**src/include/ahm_consts.svh**
```systemverilog
// constants for the alarm minute/hour match register block
// assumes inclusion by bare name from logic/ files
//
// Contract
// minute register bit 7 always reads zero
// minute bits 6-4 hold BCD tens 0-5
// minute bits 3-0 hold BCD ones 0-9
// 24-hour mode bits 5-4 hold tens 0-2
// hour bits 3-0 hold BCD ones 0-9
// hour bit 6 read-only format; 12h uses PM
// three-bit select 001 minutes, 010 hours match
// match sets flag in hardware, software clears
// values stored and compared as BCD
`ifndef AHM_CONSTS_SVH
`define AHM_CONSTS_SVH

// register pointer values on the serial bus
`define AHM_ALM0_MIN_ADDR  8'h0B
`define AHM_ALM0_HOUR_ADDR 8'h0C
`define AHM_ALM1_MIN_ADDR  8'h12
`define AHM_ALM1_HOUR_ADDR 8'h13
// implemented bits of each register
`define AHM_MIN_MASK       8'h7F
`define AHM_HOUR_MASK      8'h3F
`define AHM_FMT_BIT        6
`define AHM_RESET_BYTE     8'h00
// alarm_match_select codes handled here
`define AHM_SEL_MIN        3'h1
`define AHM_SEL_HOUR       3'h2
// serial slave address, value is arbitrary
`define AHM_DEV_ADDR       7'h5A
`define AHM_BYTE_BITS      4'h8
`define AHM_LAST_BIT       4'h7

`endif

```
**src/include/ahm_pkg.sv**
```systemverilog
// types shared by the alarm match register block
// assumes nothing beyond a SystemVerilog compiler
package ahm_pkg;
   typedef logic [7:0] ahm_byte_t;
   typedef logic [1:0] ahm_idx_t;
   typedef enum {
      AHM_IDLE,
      AHM_ADDR,
      AHM_ADDR_ACK,
      AHM_PTR,
      AHM_PTR_ACK,
      AHM_WDATA,
      AHM_WDATA_ACK,
      AHM_RDATA,
      AHM_RACK
   } ahm_state_t;
endpackage

```
**src/include/ahm_mem_if.sv**
```systemverilog
// carrier between the serial engine and the match value store
// assumes one clock shared by both ends
`timescale 1ns/1ps
interface ahm_mem_if;
   logic                       we;
   ahm_pkg::ahm_idx_t          waddr;
   ahm_pkg::ahm_byte_t         wdata;
   ahm_pkg::ahm_idx_t          raddr;
   ahm_pkg::ahm_byte_t         rdata;
   ahm_pkg::ahm_byte_t [3:0]   vals;
   modport ctrl (output we, output waddr, output wdata, output raddr,
                 input rdata, input vals);
   modport mem  (input we, input waddr, input wdata, input raddr,
                 output rdata, output vals);
endinterface

```
**src/logic/ahm_match_mem.sv**
```systemverilog
// four-byte store of alarm minute/hour match values
// assumes writes arrive already masked to implemented bits
`timescale 1ns/1ps
`include "ahm_consts.svh"
module ahm_match_mem (
   // clock and reset
   input wire logic   clock_i,
   input wire logic   rst_i,
   // store port
   ahm_mem_if.mem     mp
);
   wire [3:0][7:0]           store_w;
   ahm_pkg::ahm_byte_t       rdata_ff;

   // one register per byte, so no variable is written by more than one process
   genvar g;
   generate
      for (g = 0; g < 4; g++) begin : g_byte
         ahm_pkg::ahm_byte_t byte_ff;
         wire                wr_hit = mp.we && (mp.waddr == ahm_pkg::ahm_idx_t'(g));
         always_ff @(posedge clock_i) begin
            if (rst_i) begin
               byte_ff <= `AHM_RESET_BYTE;
            end else if (wr_hit) begin
               byte_ff <= mp.wdata;
            end
         end
         assign store_w[g] = byte_ff;
      end
   endgenerate

   always_ff @(posedge clock_i) begin
      if (rst_i) begin
         rdata_ff <= `AHM_RESET_BYTE;
      end else begin
         rdata_ff <= store_w[mp.raddr];
      end
   end

   assign mp.rdata = rdata_ff;
   assign mp.vals  = store_w;
endmodule

```
**src/logic/ahm_alarm_regs.sv**
```systemverilog
// alarm minute/hour match registers behind a two-wire serial slave
// assumes scl/sda already synchronous to clock_i; open-drain wire resolved outside
`timescale 1ns/1ps
`include "ahm_consts.svh"
module ahm_alarm_regs #(
   parameter logic [6:0] DEV_ADDR = `AHM_DEV_ADDR
) (
   // clock and reset
   input  wire logic               clock_i,
   input  wire logic               rst_i,
   // two-wire serial bus
   input  wire logic               scl_i,
   input  wire logic               sda_i,
   output wire logic               sda_o,
   output wire logic               sda_oe_o,
   // timekeeping side
   input  wire logic               format_12h_i,
   input  wire logic [7:0]         time_min_i,
   input  wire logic [7:0]         time_hour_i,
   input  wire logic [1:0][2:0]    alarm_match_select_i,
   // flag-set request per alarm
   output wire logic [1:0]         alarm_match_o
);
   ahm_mem_if mif ();

   ahm_match_mem u_mem (
      .clock_i (clock_i),
      .rst_i   (rst_i),
      .mp      (mif.mem)
   );

   // {hit, alarm number, hour}
   function automatic logic [2:0] ahm_decode(input logic [7:0] a);
      case (a)
         `AHM_ALM0_MIN_ADDR:  ahm_decode = 3'h4;
         `AHM_ALM0_HOUR_ADDR: ahm_decode = 3'h5;
         `AHM_ALM1_MIN_ADDR:  ahm_decode = 3'h6;
         `AHM_ALM1_HOUR_ADDR: ahm_decode = 3'h7;
         default:             ahm_decode = 3'h0;
      endcase
   endfunction

   ahm_pkg::ahm_state_t state_ff, nxt_state;
   logic [3:0]          cnt_ff, nxt_cnt;
   ahm_pkg::ahm_byte_t  shift_ff, nxt_shift;
   ahm_pkg::ahm_byte_t  ptr_ff, nxt_ptr;
   logic                rw_ff, nxt_rw;
   logic                drive_ff, nxt_drive;
   logic                scl_q_ff, sda_q_ff;
   logic [1:0]          match_ff, nxt_match;
   logic                wr_byte;

   wire       scl_rise  = scl_i & ~scl_q_ff;
   wire       scl_fall  = ~scl_i & scl_q_ff;
   wire       bus_start = scl_i & scl_q_ff & sda_q_ff & ~sda_i;
   wire       bus_stop  = scl_i & scl_q_ff & ~sda_q_ff & sda_i;
   wire       byte_done = (cnt_ff == `AHM_BYTE_BITS);
   wire [2:0] ptr_dec   = ahm_decode(ptr_ff);
   wire       ptr_hit   = ptr_dec[2];
   wire       ptr_hour  = ptr_dec[0];

   // read view: bit 7 zero, hour bit 6 shows the live format
   wire [7:0] rd_min    = mif.rdata & `AHM_MIN_MASK;
   wire [7:0] rd_hour   = (mif.rdata & `AHM_HOUR_MASK)
                          | ({7'h00, format_12h_i} << `AHM_FMT_BIT);
   wire [7:0] rd_byte   = !ptr_hit ? `AHM_RESET_BYTE : (ptr_hour ? rd_hour : rd_min);
   // writes drop bit 7 and the read-only format bit
   wire [7:0] wr_val    = shift_ff & (ptr_hour ? `AHM_HOUR_MASK : `AHM_MIN_MASK);

   assign mif.we    = wr_byte & ptr_hit;
   assign mif.waddr = ptr_dec[1:0];
   assign mif.wdata = wr_val;
   assign mif.raddr = ptr_dec[1:0];
   assign sda_o     = 1'b0;
   assign sda_oe_o  = drive_ff;
   assign alarm_match_o = match_ff;

   always_comb begin
      nxt_state = state_ff;
      nxt_cnt   = cnt_ff;
      nxt_shift = shift_ff;
      nxt_ptr   = ptr_ff;
      nxt_rw    = rw_ff;
      nxt_drive = drive_ff;
      wr_byte   = 1'b0;
      if (bus_start) begin
         nxt_state = ahm_pkg::AHM_ADDR;
         nxt_cnt   = 4'h0;
         nxt_drive = 1'b0;
      end else if (bus_stop) begin
         nxt_state = ahm_pkg::AHM_IDLE;
         nxt_drive = 1'b0;
      end else begin
         case (state_ff)
            ahm_pkg::AHM_ADDR, ahm_pkg::AHM_PTR, ahm_pkg::AHM_WDATA: begin
               if (scl_rise && !byte_done) begin
                  nxt_shift = {shift_ff[6:0], sda_i};
                  nxt_cnt   = cnt_ff + 4'h1;
               end else if (scl_fall && byte_done) begin
                  nxt_cnt   = 4'h0;
                  nxt_drive = 1'b1;
                  if (state_ff == ahm_pkg::AHM_ADDR) begin
                     nxt_rw    = shift_ff[0];
                     nxt_state = ahm_pkg::AHM_ADDR_ACK;
                     if (shift_ff[7:1] != DEV_ADDR) begin
                        nxt_drive = 1'b0;
                        nxt_state = ahm_pkg::AHM_IDLE;
                     end
                  end else if (state_ff == ahm_pkg::AHM_PTR) begin
                     nxt_ptr   = shift_ff;
                     nxt_state = ahm_pkg::AHM_PTR_ACK;
                  end else begin
                     wr_byte   = 1'b1;
                     nxt_ptr   = ptr_ff + 8'h01;
                     nxt_state = ahm_pkg::AHM_WDATA_ACK;
                  end
               end
            end
            ahm_pkg::AHM_ADDR_ACK, ahm_pkg::AHM_PTR_ACK, ahm_pkg::AHM_WDATA_ACK: begin
               if (scl_fall) begin
                  nxt_drive = 1'b0;
                  nxt_cnt   = 4'h0;
                  if (state_ff == ahm_pkg::AHM_ADDR_ACK && rw_ff) begin
                     nxt_shift = rd_byte;
                     nxt_drive = ~rd_byte[7];
                     nxt_state = ahm_pkg::AHM_RDATA;
                  end else if (state_ff == ahm_pkg::AHM_ADDR_ACK) begin
                     nxt_state = ahm_pkg::AHM_PTR;
                  end else begin
                     nxt_state = ahm_pkg::AHM_WDATA;
                  end
               end
            end
            ahm_pkg::AHM_RDATA: begin
               if (scl_fall && cnt_ff == `AHM_LAST_BIT) begin
                  nxt_drive = 1'b0;
                  nxt_ptr   = ptr_ff + 8'h01;
                  nxt_state = ahm_pkg::AHM_RACK;
               end else if (scl_fall) begin
                  nxt_shift = {shift_ff[6:0], 1'b0};
                  nxt_drive = ~shift_ff[6];
                  nxt_cnt   = cnt_ff + 4'h1;
               end
            end
            ahm_pkg::AHM_RACK: begin
               // master nack ends the read; ack streams the next byte
               if (scl_rise && sda_i) begin
                  nxt_state = ahm_pkg::AHM_IDLE;
               end else if (scl_fall) begin
                  nxt_shift = rd_byte;
                  nxt_drive = ~rd_byte[7];
                  nxt_cnt   = 4'h0;
                  nxt_state = ahm_pkg::AHM_RDATA;
               end
            end
            ahm_pkg::AHM_IDLE: begin
               nxt_drive = 1'b0;
            end
            default: begin
               nxt_state = ahm_pkg::AHM_IDLE;
               nxt_drive = 1'b0;
            end
         endcase
      end
   end

   // match compare, one lane per alarm; BCD fields compared bit for bit
   genvar g;
   generate
      for (g = 0; g < 2; g++) begin : g_alarm
         wire [7:0] min_v    = mif.vals[2*g];
         wire [7:0] hour_v   = mif.vals[2*g+1];
         wire       min_eq   = (min_v[6:0] == time_min_i[6:0]);
         // bit 5 is PM in 12h and tens bit in 24h, so one compare covers both
         wire       hour_eq  = (hour_v[5:0] == time_hour_i[5:0]);
         wire       sel_min  = (alarm_match_select_i[g] == `AHM_SEL_MIN);
         wire       sel_hour = (alarm_match_select_i[g] == `AHM_SEL_HOUR);
         // level held while matching, so a cleared flag is set again
         assign nxt_match[g] = (sel_min & min_eq) | (sel_hour & hour_eq);
      end
   endgenerate

   always_ff @(posedge clock_i) begin
      if (rst_i) begin
         state_ff <= ahm_pkg::AHM_IDLE;
         cnt_ff   <= 4'h0;
         shift_ff <= `AHM_RESET_BYTE;
         ptr_ff   <= `AHM_RESET_BYTE;
         rw_ff    <= 1'b0;
         drive_ff <= 1'b0;
      end else begin
         state_ff <= nxt_state;
         cnt_ff   <= nxt_cnt;
         shift_ff <= nxt_shift;
         ptr_ff   <= nxt_ptr;
         rw_ff    <= nxt_rw;
         drive_ff <= nxt_drive;
      end
   end

   always_ff @(posedge clock_i) begin
      if (rst_i) begin
         scl_q_ff <= 1'b1;
         sda_q_ff <= 1'b1;
         match_ff <= 2'h0;
      end else begin
         scl_q_ff <= scl_i;
         sda_q_ff <= sda_i;
         match_ff <= nxt_match;
      end
   end

   property p_min_msb_zero;
      @(posedge clock_i) disable iff (rst_i)
      (ptr_hit && !ptr_hour) |-> (rd_byte[7] == 1'b0);
   endproperty
   a_min_msb_zero: assert property (p_min_msb_zero) else $error("minute bit 7 not zero");

   property p_min_store;
      @(posedge clock_i) disable iff (rst_i)
      (mif.we && !ptr_hour) |=> (mif.vals[$past(mif.waddr)] == ($past(shift_ff) & `AHM_MIN_MASK));
   endproperty
   a_min_store: assert property (p_min_store) else $error("minute digits not stored");

   property p_min_ones;
      @(posedge clock_i) disable iff (rst_i)
      (mif.we && !ptr_hour) ##1 (state_ff == ahm_pkg::AHM_WDATA_ACK)
         |-> (mif.vals[$past(mif.waddr, 1)][3:0] == $past(shift_ff[3:0], 1));
   endproperty
   a_min_ones: assert property (p_min_ones) else $error("minute ones lost");

   property p_hour_tens;
      @(posedge clock_i) disable iff (rst_i)
      (mif.we && ptr_hour) |=> (mif.vals[$past(mif.waddr)][5:4] == $past(shift_ff[5:4]))
                               && (mif.vals[$past(mif.waddr)][7:6] == 2'h0);
   endproperty
   a_hour_tens: assert property (p_hour_tens) else $error("hour tens wrong");

   property p_hour_ones;
      @(posedge clock_i) disable iff (rst_i)
      (mif.we && ptr_hour) |=> (mif.vals[$past(mif.waddr)][3:0] == $past(shift_ff[3:0]));
   endproperty
   a_hour_ones: assert property (p_hour_ones) else $error("hour ones wrong");

   property p_hour_fmt;
      @(posedge clock_i) disable iff (rst_i)
      (ptr_hit && ptr_hour) |-> (rd_byte[6] == format_12h_i) && !rd_byte[7];
   endproperty
   a_hour_fmt: assert property (p_hour_fmt) else $error("hour format bit wrong");

   property p_min_match;
      @(posedge clock_i) disable iff (rst_i)
      (alarm_match_select_i[0] == `AHM_SEL_MIN && mif.vals[0][6:0] == time_min_i[6:0])
         |=> alarm_match_o[0];
   endproperty
   a_min_match: assert property (p_min_match) else $error("minute match missed");

   property p_hour_match;
      @(posedge clock_i) disable iff (rst_i)
      (alarm_match_select_i[1] == `AHM_SEL_HOUR && mif.vals[3][5:0] == time_hour_i[5:0])
         |=> alarm_match_o[1];
   endproperty
   a_hour_match: assert property (p_hour_match) else $error("hour match missed");

   property p_no_false_set;
      @(posedge clock_i) disable iff (rst_i)
      (alarm_match_select_i[0] != `AHM_SEL_MIN && alarm_match_select_i[0] != `AHM_SEL_HOUR)
         |=> !alarm_match_o[0];
   endproperty
   a_no_false_set: assert property (p_no_false_set) else $error("flag set without match");

   property p_bcd_ones;
      @(posedge clock_i) disable iff (rst_i)
      (alarm_match_o[0] && $past(alarm_match_select_i[0]) == `AHM_SEL_MIN)
         |-> ($past(time_min_i[3:0]) == $past(mif.vals[0][3:0]));
   endproperty
   a_bcd_ones: assert property (p_bcd_ones) else $error("match without equal digits");

   c_write: cover property (@(posedge clock_i) disable iff (rst_i) mif.we);
   c_read:  cover property (@(posedge clock_i) disable iff (rst_i)
                            state_ff == ahm_pkg::AHM_RDATA ##1 state_ff == ahm_pkg::AHM_RACK);
   c_match: cover property (@(posedge clock_i) disable iff (rst_i) alarm_match_o[1]);
endmodule

```
**config.mk**
```make
export PLATFORM = sky130hd
export DESIGN_NAME = ahm_alarm_regs
export DESIGN_NICKNAME = d
export VERILOG_FILES = /design/src/include/ahm_pkg.sv /design/src/include/ahm_mem_if.sv /design/src/logic/ahm_match_mem.sv /design/src/logic/ahm_alarm_regs.sv
export VERILOG_INCLUDE_DIRS = /design/src /design/src/include
export SDC_FILE = /design/constraint.sdc
export NUM_CORES = 1
export LEC_CHECK = 0
export CORE_MARGIN = 8
export CORE_UTILIZATION = 40
export DETAILED_ROUTE_END_ITERATION = 10
export DONT_BUFFER_PORTS = 1
export SYNTH_ARGS = -nofsm -noshare
export SYNTH_HDL_FRONTEND = slang
export SYNTH_SLANG_ARGS = --single-unit
```
**constraint.sdc**
```tcl
create_clock -name clock_i -period 2.2 [get_ports clock_i]
set_input_delay 0.44 -clock clock_i [delete_from_list [all_inputs] [get_ports clock_i]]
set_output_delay 0.44 -clock clock_i [all_outputs]
set_load 0.01 [all_outputs]
```
* Word level (Yosys, flattened, before mapping)
Index checks and enable logic that the tools add are counted.
** Operators by class
- $add $sub $neg :: 2
- Magnitude comparators :: 1
- Multiplexer cells :: 59
- Reduce and logical (&&, ||, !) cells :: 25
- Equal/unequal tests :: 49
- Bitwise logic cells :: 26
** Operator list (number)
- $mux W32 :: 7
- $eq A32 B3 Y1 const B :: 6
- $pmux W32 S5 :: 1
- $eq A32 B2 Y1 const B :: 3
- $mux W8 :: 12
- $eq A32 B1 Y1 const B :: 1
- $eq A32 B4 Y1 const B :: 1
- $logic_not A32 Y1 :: 1
- $pmux W8 S4 :: 1
- $reduce_and A6 Y1 :: 5
- $mux W7 :: 4
- $mux W4 :: 6
- $ne A2 B2 Y1 const B :: 11
- $mux W1 :: 19
- $bmux W8 S2 :: 1
- $eq A8 B4 Y1 const B :: 2
- $eq A8 B5 Y1 const B :: 2
- $ne A4 B4 Y1 const B :: 4
- $pmux W4 S4 :: 1
- $pmux W8 S2 :: 1
- $eq A7 B7 Y1 :: 2
- $and A1 B1 Y1 :: 12
- $eq A6 B6 Y1 :: 2
- $ne A3 B3 Y1 const B :: 4
- other kinds (29) :: 53
** Storage, ports and cells
- Bits of input ports :: 27
- Output and inout port bits :: 4
- Logic and storage cells :: 177
- Flip-flop bits (word level) :: 97

* Depth between registers and ports, before layout
Gate-level depths: netlist (run 1).
- Word-level depth :: 10
- Depth in mapped cells :: 9
- Depth with buffers taken out :: 7

* Modules after synthesis
From an unflattened synthesis (run 1), not the netlist that was laid out.
** Second synthesis, totals
- Cell total of the unflattened synthesis :: 462
- Area, all modules :: 4113.9 sq um
** Modules (own cells, without submodules)
- ahm_alarm_regs :: instances 1, seq. area each 600.6 sq um, cells an instance 308, area an instance 2428.6 sq um
- ahm_match_mem :: instances 1, seq. area each 800.8 sq um, cells an instance 154, area an instance 1685.4 sq um

* Worst setup path after synthesis (run 1)
OpenSTA, ideal clock, no wires.
- Kind :: in2reg
- Start point :: in scl_i
- End point :: reg ptr_ff[0]
- Required time :: 2.136 ns
- Setup time :: 0.064 ns
- Buffers on the path :: 3
- Cell stages on the path :: 8
- Arrival :: 1.950 ns
- Path slack :: 0.185 ns
- Cell sequence :: buf_6 > nand2b_4 > buf_6 > or2_1 > or3_1 > buf_2 > a2111o_1 > nand4_1
** Between the ends
- Word-level cells in the longest chain between the ends :: 5
- Elaborated cells between the ends (all ways) :: 17
- Classes of those cells :: eq/ne: 3; bitwise: 10; reduce/logical: 4
** RTL lines
- from (decl) :: RTL line ahm_alarm_regs.sv:12 : input wire logic scl_i,
- $and A1 B1 Y1 / $not A1 Y1 (equally long branches) :: RTL line ahm_alarm_regs.sv:55, ahm_alarm_regs.sv:56, ahm_alarm_regs.sv:54
- $and A1 B1 Y1 (on tied branches) :: RTL line ahm_alarm_regs.sv:55, ahm_alarm_regs.sv:54, ahm_alarm_regs.sv:56
- $and A1 B1 Y1, or another cell as far along :: RTL line ahm_alarm_regs.sv:55 : wire bus_start = scl_i & scl_q_ff & sda_q_ff & ~sda_i;
- $not A1 Y1 (no line) / $ne A2 B2 Y1 (equally long branches)
- $reduce_and A7 Y1 (no line) *
- to (signal assigned) :: RTL line ahm_alarm_regs.sv:188 : ptr_ff <= `AHM_RESET_BYTE;
- to (signal assigned) :: RTL line ahm_alarm_regs.sv:195 : ptr_ff <= nxt_ptr;
- to (decl) :: RTL line ahm_alarm_regs.sv:46 : ahm_pkg::ahm_byte_t ptr_ff, nxt_ptr;
Every way passes the cells marked *; elsewhere a longest branch is shown, timed or not.
A chain may end at the register's enable or synchronous reset.

* Worst setup path in the final report (run 1)
- Start point :: reg cnt_ff[0]
- End point :: reg state_ff[2]
** Between the ends
- Word-level cells in the longest chain between the ends :: 5
- Elaborated cells between the ends (all ways) :: 10
- Classes of those cells :: eq/ne: 5; reduce/logical: 5
** RTL lines
- from (decl) :: RTL line ahm_alarm_regs.sv:44 : logic [3:0] cnt_ff, nxt_cnt;
- from (signal assigned) :: RTL line ahm_alarm_regs.sv:193 : cnt_ff <= nxt_cnt;
- $eq A4 B4 Y1 (no line)
- $logic_not A1 Y1 :: RTL line ahm_alarm_regs.sv:96 : if (scl_rise && !byte_done) begin
- $logic_and A1 B1 Y1 :: RTL line ahm_alarm_regs.sv:96
- $ne A2 B2 Y1 (no line)
- $reduce_and A6 Y1 (no line) *
- to (signal assigned) :: RTL line ahm_alarm_regs.sv:185 : state_ff <= ahm_pkg::AHM_IDLE;
- to (signal assigned) :: RTL line ahm_alarm_regs.sv:192 : state_ff <= nxt_state;
- to (decl) :: RTL line ahm_alarm_regs.sv:43 : ahm_pkg::ahm_state_t state_ff, nxt_state;
Marks and branches as above.

==> results of run 1 <==
layer usage:
metal  wire length, um  vias up  share of wire (%)
met2              4981      114                 44
met5                 0        -                  0
met4               170        0                1.5
met1              5491     1741                 49
met3               623       12                5.5
li1                  -     1825                  -
path summary, 6_finish.rpt:
path | from | end | slack [ns] | depth (start not counted)
hold reg to reg | u_mem.g_byte[1].byte_ff[6]$_SDFFE_PP0P_ | u_mem.g_byte[1].byte_ff[6]$_SDFFE_PP0P_ | 0.47 | 1
hold / removal | rst_i | rw_ff$_SDFFE_PP0P_ | 0.14 | 1
setup reg to reg | cnt_ff[0]$_SDFFE_PP0P_ | state_ff[2]$_SDFFE_PP0P_ | 0.05 | 7
setup / recovery | cnt_ff[0]$_SDFFE_PP0P_ | state_ff[2]$_SDFFE_PP0P_ | 0.05 | 7
layout make-up:
type	instances	area [um^2]
clock buffer	12	155.1
clock inverter	4	75.07
timing repair buffer	31	249.0
sequential	65	1308
inverter	12	45.04
fill	907	5182
multi-input combinational	364	2414
tap	133	166.4
cell usage in the layout, fill, tap and decap left out, types with 6 or more instances in the layout:
| cell | Yosys | layout |
|---|---|---|
| nand4_1 | 12 | 12 |
| a211oi_1 | 11 | 11 |
| a31oi_1 | 10 | 10 |
| nor2b_1 | 6 | 6 |
| a222oi_1 | 7 | 7 |
| buf_4 | 2 | 29 |
| dfxtp_1 | 65 | 60 |
| xor2_1 | 19 | 19 |
| nand3_1 | 35 | 35 |
| inv_1 | 11 | 10 |
| clkbuf_8 | 0 | 11 |
| nor2_1 | 18 | 18 |
| nor3_1 | 16 | 13 |
| a22oi_1 | 6 | 6 |
| nand2_1 | 25 | 25 |
| a21oi_1 | 53 | 53 |
| o21ai_0 | 36 | 36 |
| xnor2_1 | 8 | 8 |
state kept, by name, summed over array words and instances, names as in the netlist:
name                  cells
u_mem.mp.rdata            7
shift_ff                  8
sda_q_ff                  1
sda_oe_o                  1
state_ff                  4
rw_ff                     1
scl_q_ff                  1
ptr_ff                    8
alarm_match_o             2
u_mem.g_byte.byte_ff     28
cnt_ff                    4
logic make-up (layout without fill, tap and decap cells):
| logic type | Yosys count | count (layout) | share of synthesized area [%] |
|---|---|---|---|
| simple gates | 159 | 159 | 23.46 |
| other cells | 1 | 1 | 0.09631 |
| fa+ha+maj | 5 | 5 | 1.607 |
| buf+inv | 52 | 59 | 6.105 |
| xor+xnor | 27 | 27 | 6.073 |
| mux | 4 | 4 | 1.060 |
| compound gates | 168 | 168 | 28.18 |
| flops | 65 | 65 | 33.42 |
per-stage QoR:
| step | hold slack, ns | power, mW | cells | cell area [um^2] | util [%] |
|---|---|---|---|---|---|
| finish | 0.1443 | 3.973 | 621 | 4412 | 45.98 |
| global placement | 0.4524 | 2.686 | 601 | 4083 | 42.55 |
| CTS | 0.1352 | 3.889 | 619 | 4328 | 45.11 |
| global route | 0.1261 | 4.168 | 621 | 4412 | 45.98 |
| detailed placement | 0.4588 | 2.697 | 601 | 4083 | 42.55 |
| floorplan | 0.4449 | 2.287 | 481 | 3894 | - |
what timing repair did:
action                     4_1_cts  5_1_grt
resized for setup                0       19
pin swaps                        0        4
buffers inserted                 2        2
setup endpoints to repair        1       44
power by group:
part	leakage, nW	switching [mW]	internal [mW]
Combinational	0.783	0.798	0.548
Sequential	0.528	0.154	1.28
Clock	0.109	0.494	0.700
==> summary.md, run 1 <==
| Metric | Value |
|---|---|
| Yosys warning count | `0` |
| First DRT Iteration DRCs | `322` |
| Crit path kind | `flop to flop` |
| Crit path DAT | `2.39 ns` |
| Setup Skew | `roughly 0.013 ns` |
| Io pins | `31` |
| Post-DP HPWL | `7.702 mm` |
| Final GP Congestion | `0.8717` |
| Synth Flop Type | `dfxtp_1` |
| Final hold vios | `0` |
| Dpl ws | `0.01589 ns` |
| IO buf count | `0` |
| # setup viols final | `0` |
| Cell with the most instances after synthesis | `dfxtp_1` |
| Final nets | `approximately 520` |
| Synthesized area per cell | `8.095 um^2` |
| CP dominant cell by count | `o211ai_1` |
| M3 GR Usage | `roughly 3.1%` |
| Ant diodes | `0` |
| GRT busiest layer | `met2` |
| Slew HR | `64.32%` |
| Initial antenna violation count | `0` |
| DRT antenna net count | `0` |
| Startpoint Class | `flop` |
| Max H-tree Level | `3` |
| Die Wd | `around 110 um` |
| Peak Freq | `465.4 MHz` |
| Met2 global-route usage | `24.89%` |
| #FFs+latches synth | `65` |
| Post-synth EDFFs | `0` |
| Clk slew on worst S/H paths | `0.07 ns` |
| Fin crit period | `2.149 ns` |
| HP Class | `input port to flop` |
| RSZ-0062 raised after global routing | `yes` |
| Synth top area share | `33.42%` |
| Root buffer cell | `clkbuf_8` |
| Slew Limit Fails | `0` |
| Max clock buf depth | `2` |
| Worst-margin pin slew | `0.5328 ns` |
| Final WL | `around 11 mm` |
| DRC | `0` |
| Clk sinks | `65` |
| Die Footprint | `13150 um^2` |
| Crit. End Element | `flop` |
| DR WL/cell | `roughly 18 um` |
| Post-synth cell types | `between 60 and 70` |
| # rows | `36` |
| Cell Area, Synth | `3894 um^2` |
| Drt first pass iters | `5` |
| Hold buffers post-CTS | `0` |
| CP max-delay cell | `o211ai_1` |
| Status | `completed` |
| Buffers and inverters on the worst path | `1` |
| Ys async rst share | `0%` |
| Mapped Cells | `481` |
| Tcrit/Tclk final | `97.67%` |
| CP Cell Sequence | `inv_2 -> ha_1 -> nand3b_1 -> o211ai_1 -> o211ai_1 -> o21a_1 -> o31a_1` |
| Initial Utilization | `around 40%` |
| First-pass GRT wire length | `17.94 mm` |
| Seq/Total Area, Yosys | `33.42%` |
| Met1 Usage GRT | `24.73%` |
| Largest net degree at the start of global routing | `around 60` |
| Synthesized Nets | `513` |
| Top cells by area, synth | `dfxtp_1 33%, a21oi_1 6.8%, o21ai_0 4.6%` |
| CP delay by family, top | `compound AO/OA/AOI/OAI gates` |
| Layout cells sized above 1 | `15.37%` |
| Clock latency on the worst-skew pair | `about 0.36 ns` |
| Num CTS Buffers | `9` |
| TritonCTS clock tree | `yes` |
| Most frequent cells after synthesis | `65 x dfxtp_1, 53 x a21oi_1, 36 x o21ai_0` |
| Core footprint | `approximately 9600 um^2` |
| Post-Route Setup TNS | `0 ns` |
| Worst Path Required | `around 2.4 ns` |
| Vias in the first global route | `3413` |
| Vias per cell | `5.945` |
| CP peak stage delay | `0.55 ns` |
| Leak pwr | `1.420 nW` |
| Gr ovfl total | `0` |
| Area Growth Syn to Fin | `13.30%` |
| Max_cap viols | `0` |
| Worst-path fanout max | `6` |
| Dominant cell type by area after synthesis | `dfxtp_1` |
| Height of the die | `114.7 um` |
| Via count | `3692` |
| Final worst slack | `between 0.05 and 0.06 ns` |
| Overall Global Routing Usage | `17.37%` |
| Pwr Density | `900.6 nW/um^2` |
| VDD IR max | `298.0 uV` |
Power figures use the tool's default switching activity.
==> inputs of run 2 (changes only) <==
--- a/config.mk
+++ b/config.mk
@@ -10,6 +10,9 @@
 export CORE_UTILIZATION = 40
 export DETAILED_ROUTE_END_ITERATION = 10
 export DONT_BUFFER_PORTS = 1
+export SLEW_MARGIN = 20
 export SYNTH_ARGS = -nofsm -noshare
 export SYNTH_HDL_FRONTEND = slang
+export SYNTH_HIERARCHICAL = 1
 export SYNTH_SLANG_ARGS = --single-unit
+export TNS_END_PERCENT = 20
==> run 2 against run 1 <==
Total power is 41% lower. Register-to-register slack better by 0.06 ns. Sequential cell count stayed put. Critical path type unchanged. Critical endpoint is now u_mem/g_byte[2].byte_ff[4]$_SDFFE_PP0P_.
==> summary.md, run 2 <==
| Metric | Value |
|---|---|
| Status | `completed` |
| # rows | `36` |
| Leading cell type in the layout, fill and taps excluded | `dfxtp_1` |
| Fin crit period | `2.088 ns` |
| Ant diodes | `0` |
| Largest registers | `u_mem/g_byte.byte_ff (28), ptr_ff (8), shift_ff (8)` |
| Setup Skew | `0.01176 ns` |
| Final core utilization | `45.43%` |
| Largest net degree at the start of global routing | `59` |
| Crit path DAT | `2.30 ns` |
| Pwr Density | `534.7 nW/um^2` |
| DRC | `0` |
| Layout cells sized above 1 | `16.92%` |
| Most flop-heavy register | `u_mem/g_byte.byte_ff` |
| Placed Area | `4136 um^2` |
| Area Growth Syn to Fin | `11.82%` |
| Max_cap viols | `0` |
| RSZ-0062 raised after global routing | `yes` |
| Gr ovfl total | `0` |
| Startpoint Class | `flop` |
| Clk sinks | `65` |
| Max clock buf depth | `2` |
| CP Cell Sequence | `nor4_1 -> nand3_2 -> nand2_1 -> and4_4 -> buf_4 -> nand3b_1 -> mux2i_1` |
| Slew HR | `67.15%` |
| TritonCTS clock tree | `yes` |
| Finished Layout Cells | `594` |
| Io pins | `31` |
| Num CTS Buffers | `9` |
| VDD IR max | `662.9 uV` |
| Root buffer cell | `clkbuf_8` |
| Design area | `4379 um^2` |
| Drt first pass iters | `5` |
| DP Cell Count | `~580` |
| Vias per cell | `5.476` |
| Core footprint | `between 9000 and 10000 um^2` |
| Synthesized Nets | `477` |
| HP Class | `input port to flop` |
| Vias in the first global route | `3229` |
| Crit path kind | `flop to flop` |
| Peak Freq | `479.0 MHz` |
| Clk slew on worst S/H paths | `0.07 ns` |
| Hold buffers post-CTS | `0` |
| Final GP Congestion | `0.8726` |
| Most frequent cells in the layout | `64 x dfxtp_1, 47 x mux2i_1, 41 x nand2b_1` |
| Worst-margin pin slew | `0.4883 ns` |
| Worst-path fanout max | `5` |
| P_sw | `about 0.57 mW` |
| Leak pwr | `1.663 nW` |
| IO buf count | `0` |
| Cell Area, Synth | `3916 um^2` |
| Sequential cell area | `1303 um^2` |
| Reg power frac | `51.2%` |
| CP max-delay cell | `nor4_1` |
| Die Wd | `114.9 um` |
| Final nets | `488` |
| Overall Global Routing Usage | `15.64%` |
| Tcrit/Tclk final | `94.90%` |
| Yosys warning count | `6` |
| Area of the multi-input gates | `2406 um^2` |
| Post-Route Setup TNS | `0 ns` |
| First-pass GRT wire length | `16.55 mm` |
| Slew Limit Fails | `0` |
| DR WL/cell | `16.49 um` |
| Final hold vios | `0` |
| Clock power share | `43.5%` |
| First DRT Iteration DRCs | `234` |
| Initial antenna violation count | `0` |
| P_int | `approximately 1.8 mW` |
| DRT antenna net count | `0` |
| Worst Path Required | `2.41 ns` |
| Initial Utilization | `40.63%` |
| Die Footprint | `13210 um^2` |
| Max H-tree Level | `3` |
| Via count | `3253` |
| Synthesized area per cell | `8.801 um^2` |
| Crit. End Element | `flop` |
| # setup viols final | `0` |
| Max reg flops | `28` |
| Post-DP HPWL | `7.110 mm` |
| Mapped Cells | `445` |
| Sw Ratio | `between 20% and 30%` |
| Final WL | `9.797 mm` |
| Worst hold slack | `~0.16 ns` |
| Final worst slack | `0.1122 ns` |
| CP peak stage delay | `0.48 ns` |
| Clock latency on the worst-skew pair | `0.35 ns` |
| Dpl ws | `-0.01248 ns` |
| Height of the die | `roughly 110 um` |
| Combinational Power Share | `about 5.3%` |
| Overall power | `2.342 mW` |
| Fill count | `968` |
-- run 2: power groups by stage --
stage,combinational (mW),sequential [mW],clock [mW]
final,0.124,1.20,1.02
after global routing,0.136,1.20,1.10
after CTS,0.120,1.20,1.04
after detailed placement,0.120,1.23,0
after global placement,0.119,1.23,0
after floorplan,0.115,1.22,0
-- run 2: final cells by class --
type	instances	share of cell area (%)
Multi-Input combinational cell	331	54.94
Sequential cell	65	29.74
Timing Repair Buffer	30	5.429
Tap cell	133	3.800
Clock buffer	10	2.914
Inverter	19	1.629
Clock inverter	6	1.543
-- run 2: critical path, delay by kind of cell (launching register included) --
family | cells | cell delay, ns
muxes | 1 | 0.21
DFF | 1 | 0.34
and+or+nand+nor | 5 | 1.26
buffers and inverters | 1 | 0.14
-- run 2: routing by layer --
metal  part of all wire [%]  vias to the layer above  GRT usage, %
met5                      0                        -             0
met4                    1.4                        0         4.904
met3                    5.8                       13         4.254
met2                     46                       93         24.28
met1                     47                     1533         20.56
li1                       -                     1614             -
-- run 2: path summary, 6_finish.rpt --
kind                                                               from  slack, ns  cells after the start                                       to
worst max-delay path                             ptr_ff[7]$_SDFFE_PP0P_       0.11                      7  u_mem/g_byte[2].byte_ff[4]$_SDFFE_PP0P_
worst min-delay path                                              rst_i       0.16                      1                 state_ff[0]$_SDFFE_PP0P_
worst max register to register                   ptr_ff[7]$_SDFFE_PP0P_       0.11                      7  u_mem/g_byte[2].byte_ff[4]$_SDFFE_PP0P_
worst min register to register  u_mem/g_byte[3].byte_ff[6]$_SDFFE_PP0P_       0.49                      2  u_mem/g_byte[3].byte_ff[6]$_SDFFE_PP0P_
-- run 2: what timing repair did --
| action | CTS | global route |
|---|---|---|
| buffers inserted | 0 | 3 |
| gates resized for setup | 1 | 7 |
| pin swaps | 0 | 2 |
| setup endpoints to repair | 8 | 31 |
==> inputs of run 3 (changes only) <==
--- a/config.mk
+++ b/config.mk
@@ -6,10 +6,11 @@
 export SDC_FILE = /design/constraint.sdc
 export NUM_CORES = 1
 export LEC_CHECK = 0
-export CORE_MARGIN = 8
+export CORE_MARGIN = 5
 export CORE_UTILIZATION = 40
 export DETAILED_ROUTE_END_ITERATION = 10
 export DONT_BUFFER_PORTS = 1
+export PLACE_DENSITY_LB_ADDON = 0.25
 export SLEW_MARGIN = 20
 export SYNTH_ARGS = -nofsm -noshare
 export SYNTH_HDL_FRONTEND = slang
==> run 3 against run 2 <==
Hold slack improved by 0.0063 ns. Critical path depth increased by 1. Die area decreased by 10%. Largest cell class unchanged. Register-to-register slack about the same.
==> summary.md, run 3 (same netlist as run 2, synthesis figures left out) <==
| Metric | Value |
|---|---|
| # rows | `36` |
| Area Growth Syn to Fin | `12.91%` |
| Design area | `4422 um^2` |
| Vias per cell | `5.448` |
| # setup viols final | `0` |
| CP peak stage delay | `0.42 ns` |
| Post-DP HPWL | `around 7.1 mm` |
| DR WL/cell | `approximately 16 um` |
| Core footprint | `9639 um^2` |
| Pwr Density | `527.2 nW/um^2` |
| Fill count | `953` |
| First DRT Iteration DRCs | `between 200 and 250` |
| Worst Path Required | `2.48 ns` |
| Post-Route Setup TNS | `0 ns` |
| HP Class | `input port to flop` |
| Tcrit/Tclk final | `95.35%` |
| Final WL | `slightly below 10 mm` |
| Max_cap viols | `0` |
| Fin crit period | `2.098 ns` |
| Final nets | `roughly 490` |
| VDD IR max | `383.4 uV` |
| Crit path DAT | `between 2 and 2.5 ns` |
| Largest net degree at the start of global routing | `59` |
| Crit path kind | `flop to flop` |
| Clk slew on worst S/H paths | `0.07 ns` |
| Status | `completed` |
| Layout cells sized above 1 | `between 10% and 20%` |
| IO buf count | `0` |
| Num CTS Buffers | `9` |
| Final core utilization | `45.87%` |
| Max reg flops | `28` |
| Placed Area | `between 4000 and 5000 um^2` |
| Io pins | `31` |
| DRC | `0` |
| Initial antenna violation count | `0` |
| Overall Global Routing Usage | `17.19%` |
| TritonCTS clock tree | `yes` |
| Root buffer cell | `clkbuf_8` |
| Worst-path fanout max | `7` |
| First-pass GRT wire length | `16.01 mm` |
| CP delay by family, top | `simple AND/OR/NAND/NOR gates` |
| Die Footprint | `11870 um^2` |
| Peak Freq | `around 480 MHz` |
| Crit. End Element | `flop` |
| Gr ovfl total | `0` |
| Clock latency on the worst-skew pair | `0.35 ns` |
| Initial Utilization | `40.63%` |
| CP Cell Sequence | `inv_1 -> ha_1 -> nand3b_2 -> nand3_1 -> a222oi_1 -> nand3_2 -> or3b_1 -> a21oi_2` |
| Final worst slack | `between 0.1 and 0.15 ns` |
| Max H-tree Level | `3` |
| Hold buffers post-CTS | `0` |
| Final GP Congestion | `0.8549` |
| Height of the die | `about 110 um` |
| Dpl ws | `-0.01453 ns` |
| Drt first pass iters | `5` |
| Leak pwr | `around 1.7 nW` |
| Via count | `3269` |
| Slew Limit Fails | `0` |
| Most flop-heavy register | `u_mem/g_byte.byte_ff` |
| Buffers and inverters on the worst path | `1` |
| Max clock buf depth | `2` |
| Largest registers | `u_mem/g_byte.byte_ff (28), ptr_ff (8), shift_ff (8)` |
| Worst hold slack | `0.1638 ns` |
| DRT antenna net count | `0` |
| Startpoint Class | `flop` |
| Setup Skew | `0.01262 ns` |
| Clk sinks | `65` |
| Final hold vios | `0` |
| Vias in the first global route | `3227` |
| Leading cell type in the layout, fill and taps excluded | `dfxtp_1` |
| Die Wd | `108.9 um` |
| Most frequent cells in the layout | `61 x dfxtp_1, 47 x mux2i_1, 41 x nand2b_1` |
| CP max-delay cell | `or3b_1` |
## run 3: per-layer routing
| metal | vias to the layer above | global-route usage, % | wire [um] |
|---|---|---|---|
| li1 | 1630 | - | - |
| met1 | 1542 | 22.97 | 4557 |
| met2 | 82 | 27.28 | 4571 |
| met3 | 15 | 4.204 | 538 |
| met4 | 0 | 5.410 | 173 |
| met5 | - | 0 | 0 |
## run 3: worst paths after layout
check	start	cells past startpoint	to	slack, ns
worst min-delay path	rst_i	1	state_ff[0]$_SDFFE_PP0P_	0.16
worst min register to register	u_mem/g_byte[3].byte_ff[6]$_SDFFE_PP0P_	2	u_mem/g_byte[3].byte_ff[6]$_SDFFE_PP0P_	0.49
worst max-delay path	cnt_ff[1]$_SDFFE_PP0P_	8	shift_ff[7]$_SDFFE_PP0P_	0.10
worst max register to register	cnt_ff[1]$_SDFFE_PP0P_	8	shift_ff[7]$_SDFFE_PP0P_	0.10
## run 3: cell type report
class                   count  area, um^2  share of cell area [%]
multi-input cells         332        2407                   54.44
inverters                  19       71.32                   1.613
well taps                 133       166.4                   3.763
flip-flops and latches     65        1306                   29.54
clock buffers              11       131.4                   2.971
repair buffers             34       280.3                   6.338
diodes                      1       2.502                 0.05659
clock inverters             5       56.30                   1.273
## run 3: report_power, final
part / leakage (nW) / internal (mW) / switching [mW] / total, mW
clock network: 0.0933 / 0.522 / 0.480 / 1.00
registers: 0.526 / 1.18 / 0.0139 / 1.20
logic: 1.07 / 0.0663 / 0.0634 / 0.130
total: 1.69 / 1.77 / 0.557 / 2.33
## run 3: repair_timing
item                                   4_1_cts  5_1_grt
endpoints found under the hold margin        0        0
pin swaps                                    0        2
setup buffers                                0        4
cloned                                       0        1
setup endpoints to repair                    7       15
resized for setup                            2        8
## run 3: metrics by stage
| step | cells | total power, mW |
|---|---|---|
| 5_1_grt | 599 | 2.426 |
| 3_3_place_gp | 578 | 1.346 |
| 6_report | 600 | 2.331 |
| 3_5_place_dp | 578 | 1.347 |
| 2_1_floorplan | 445 | 1.335 |
| 4_1_cts | 594 | 2.352 |
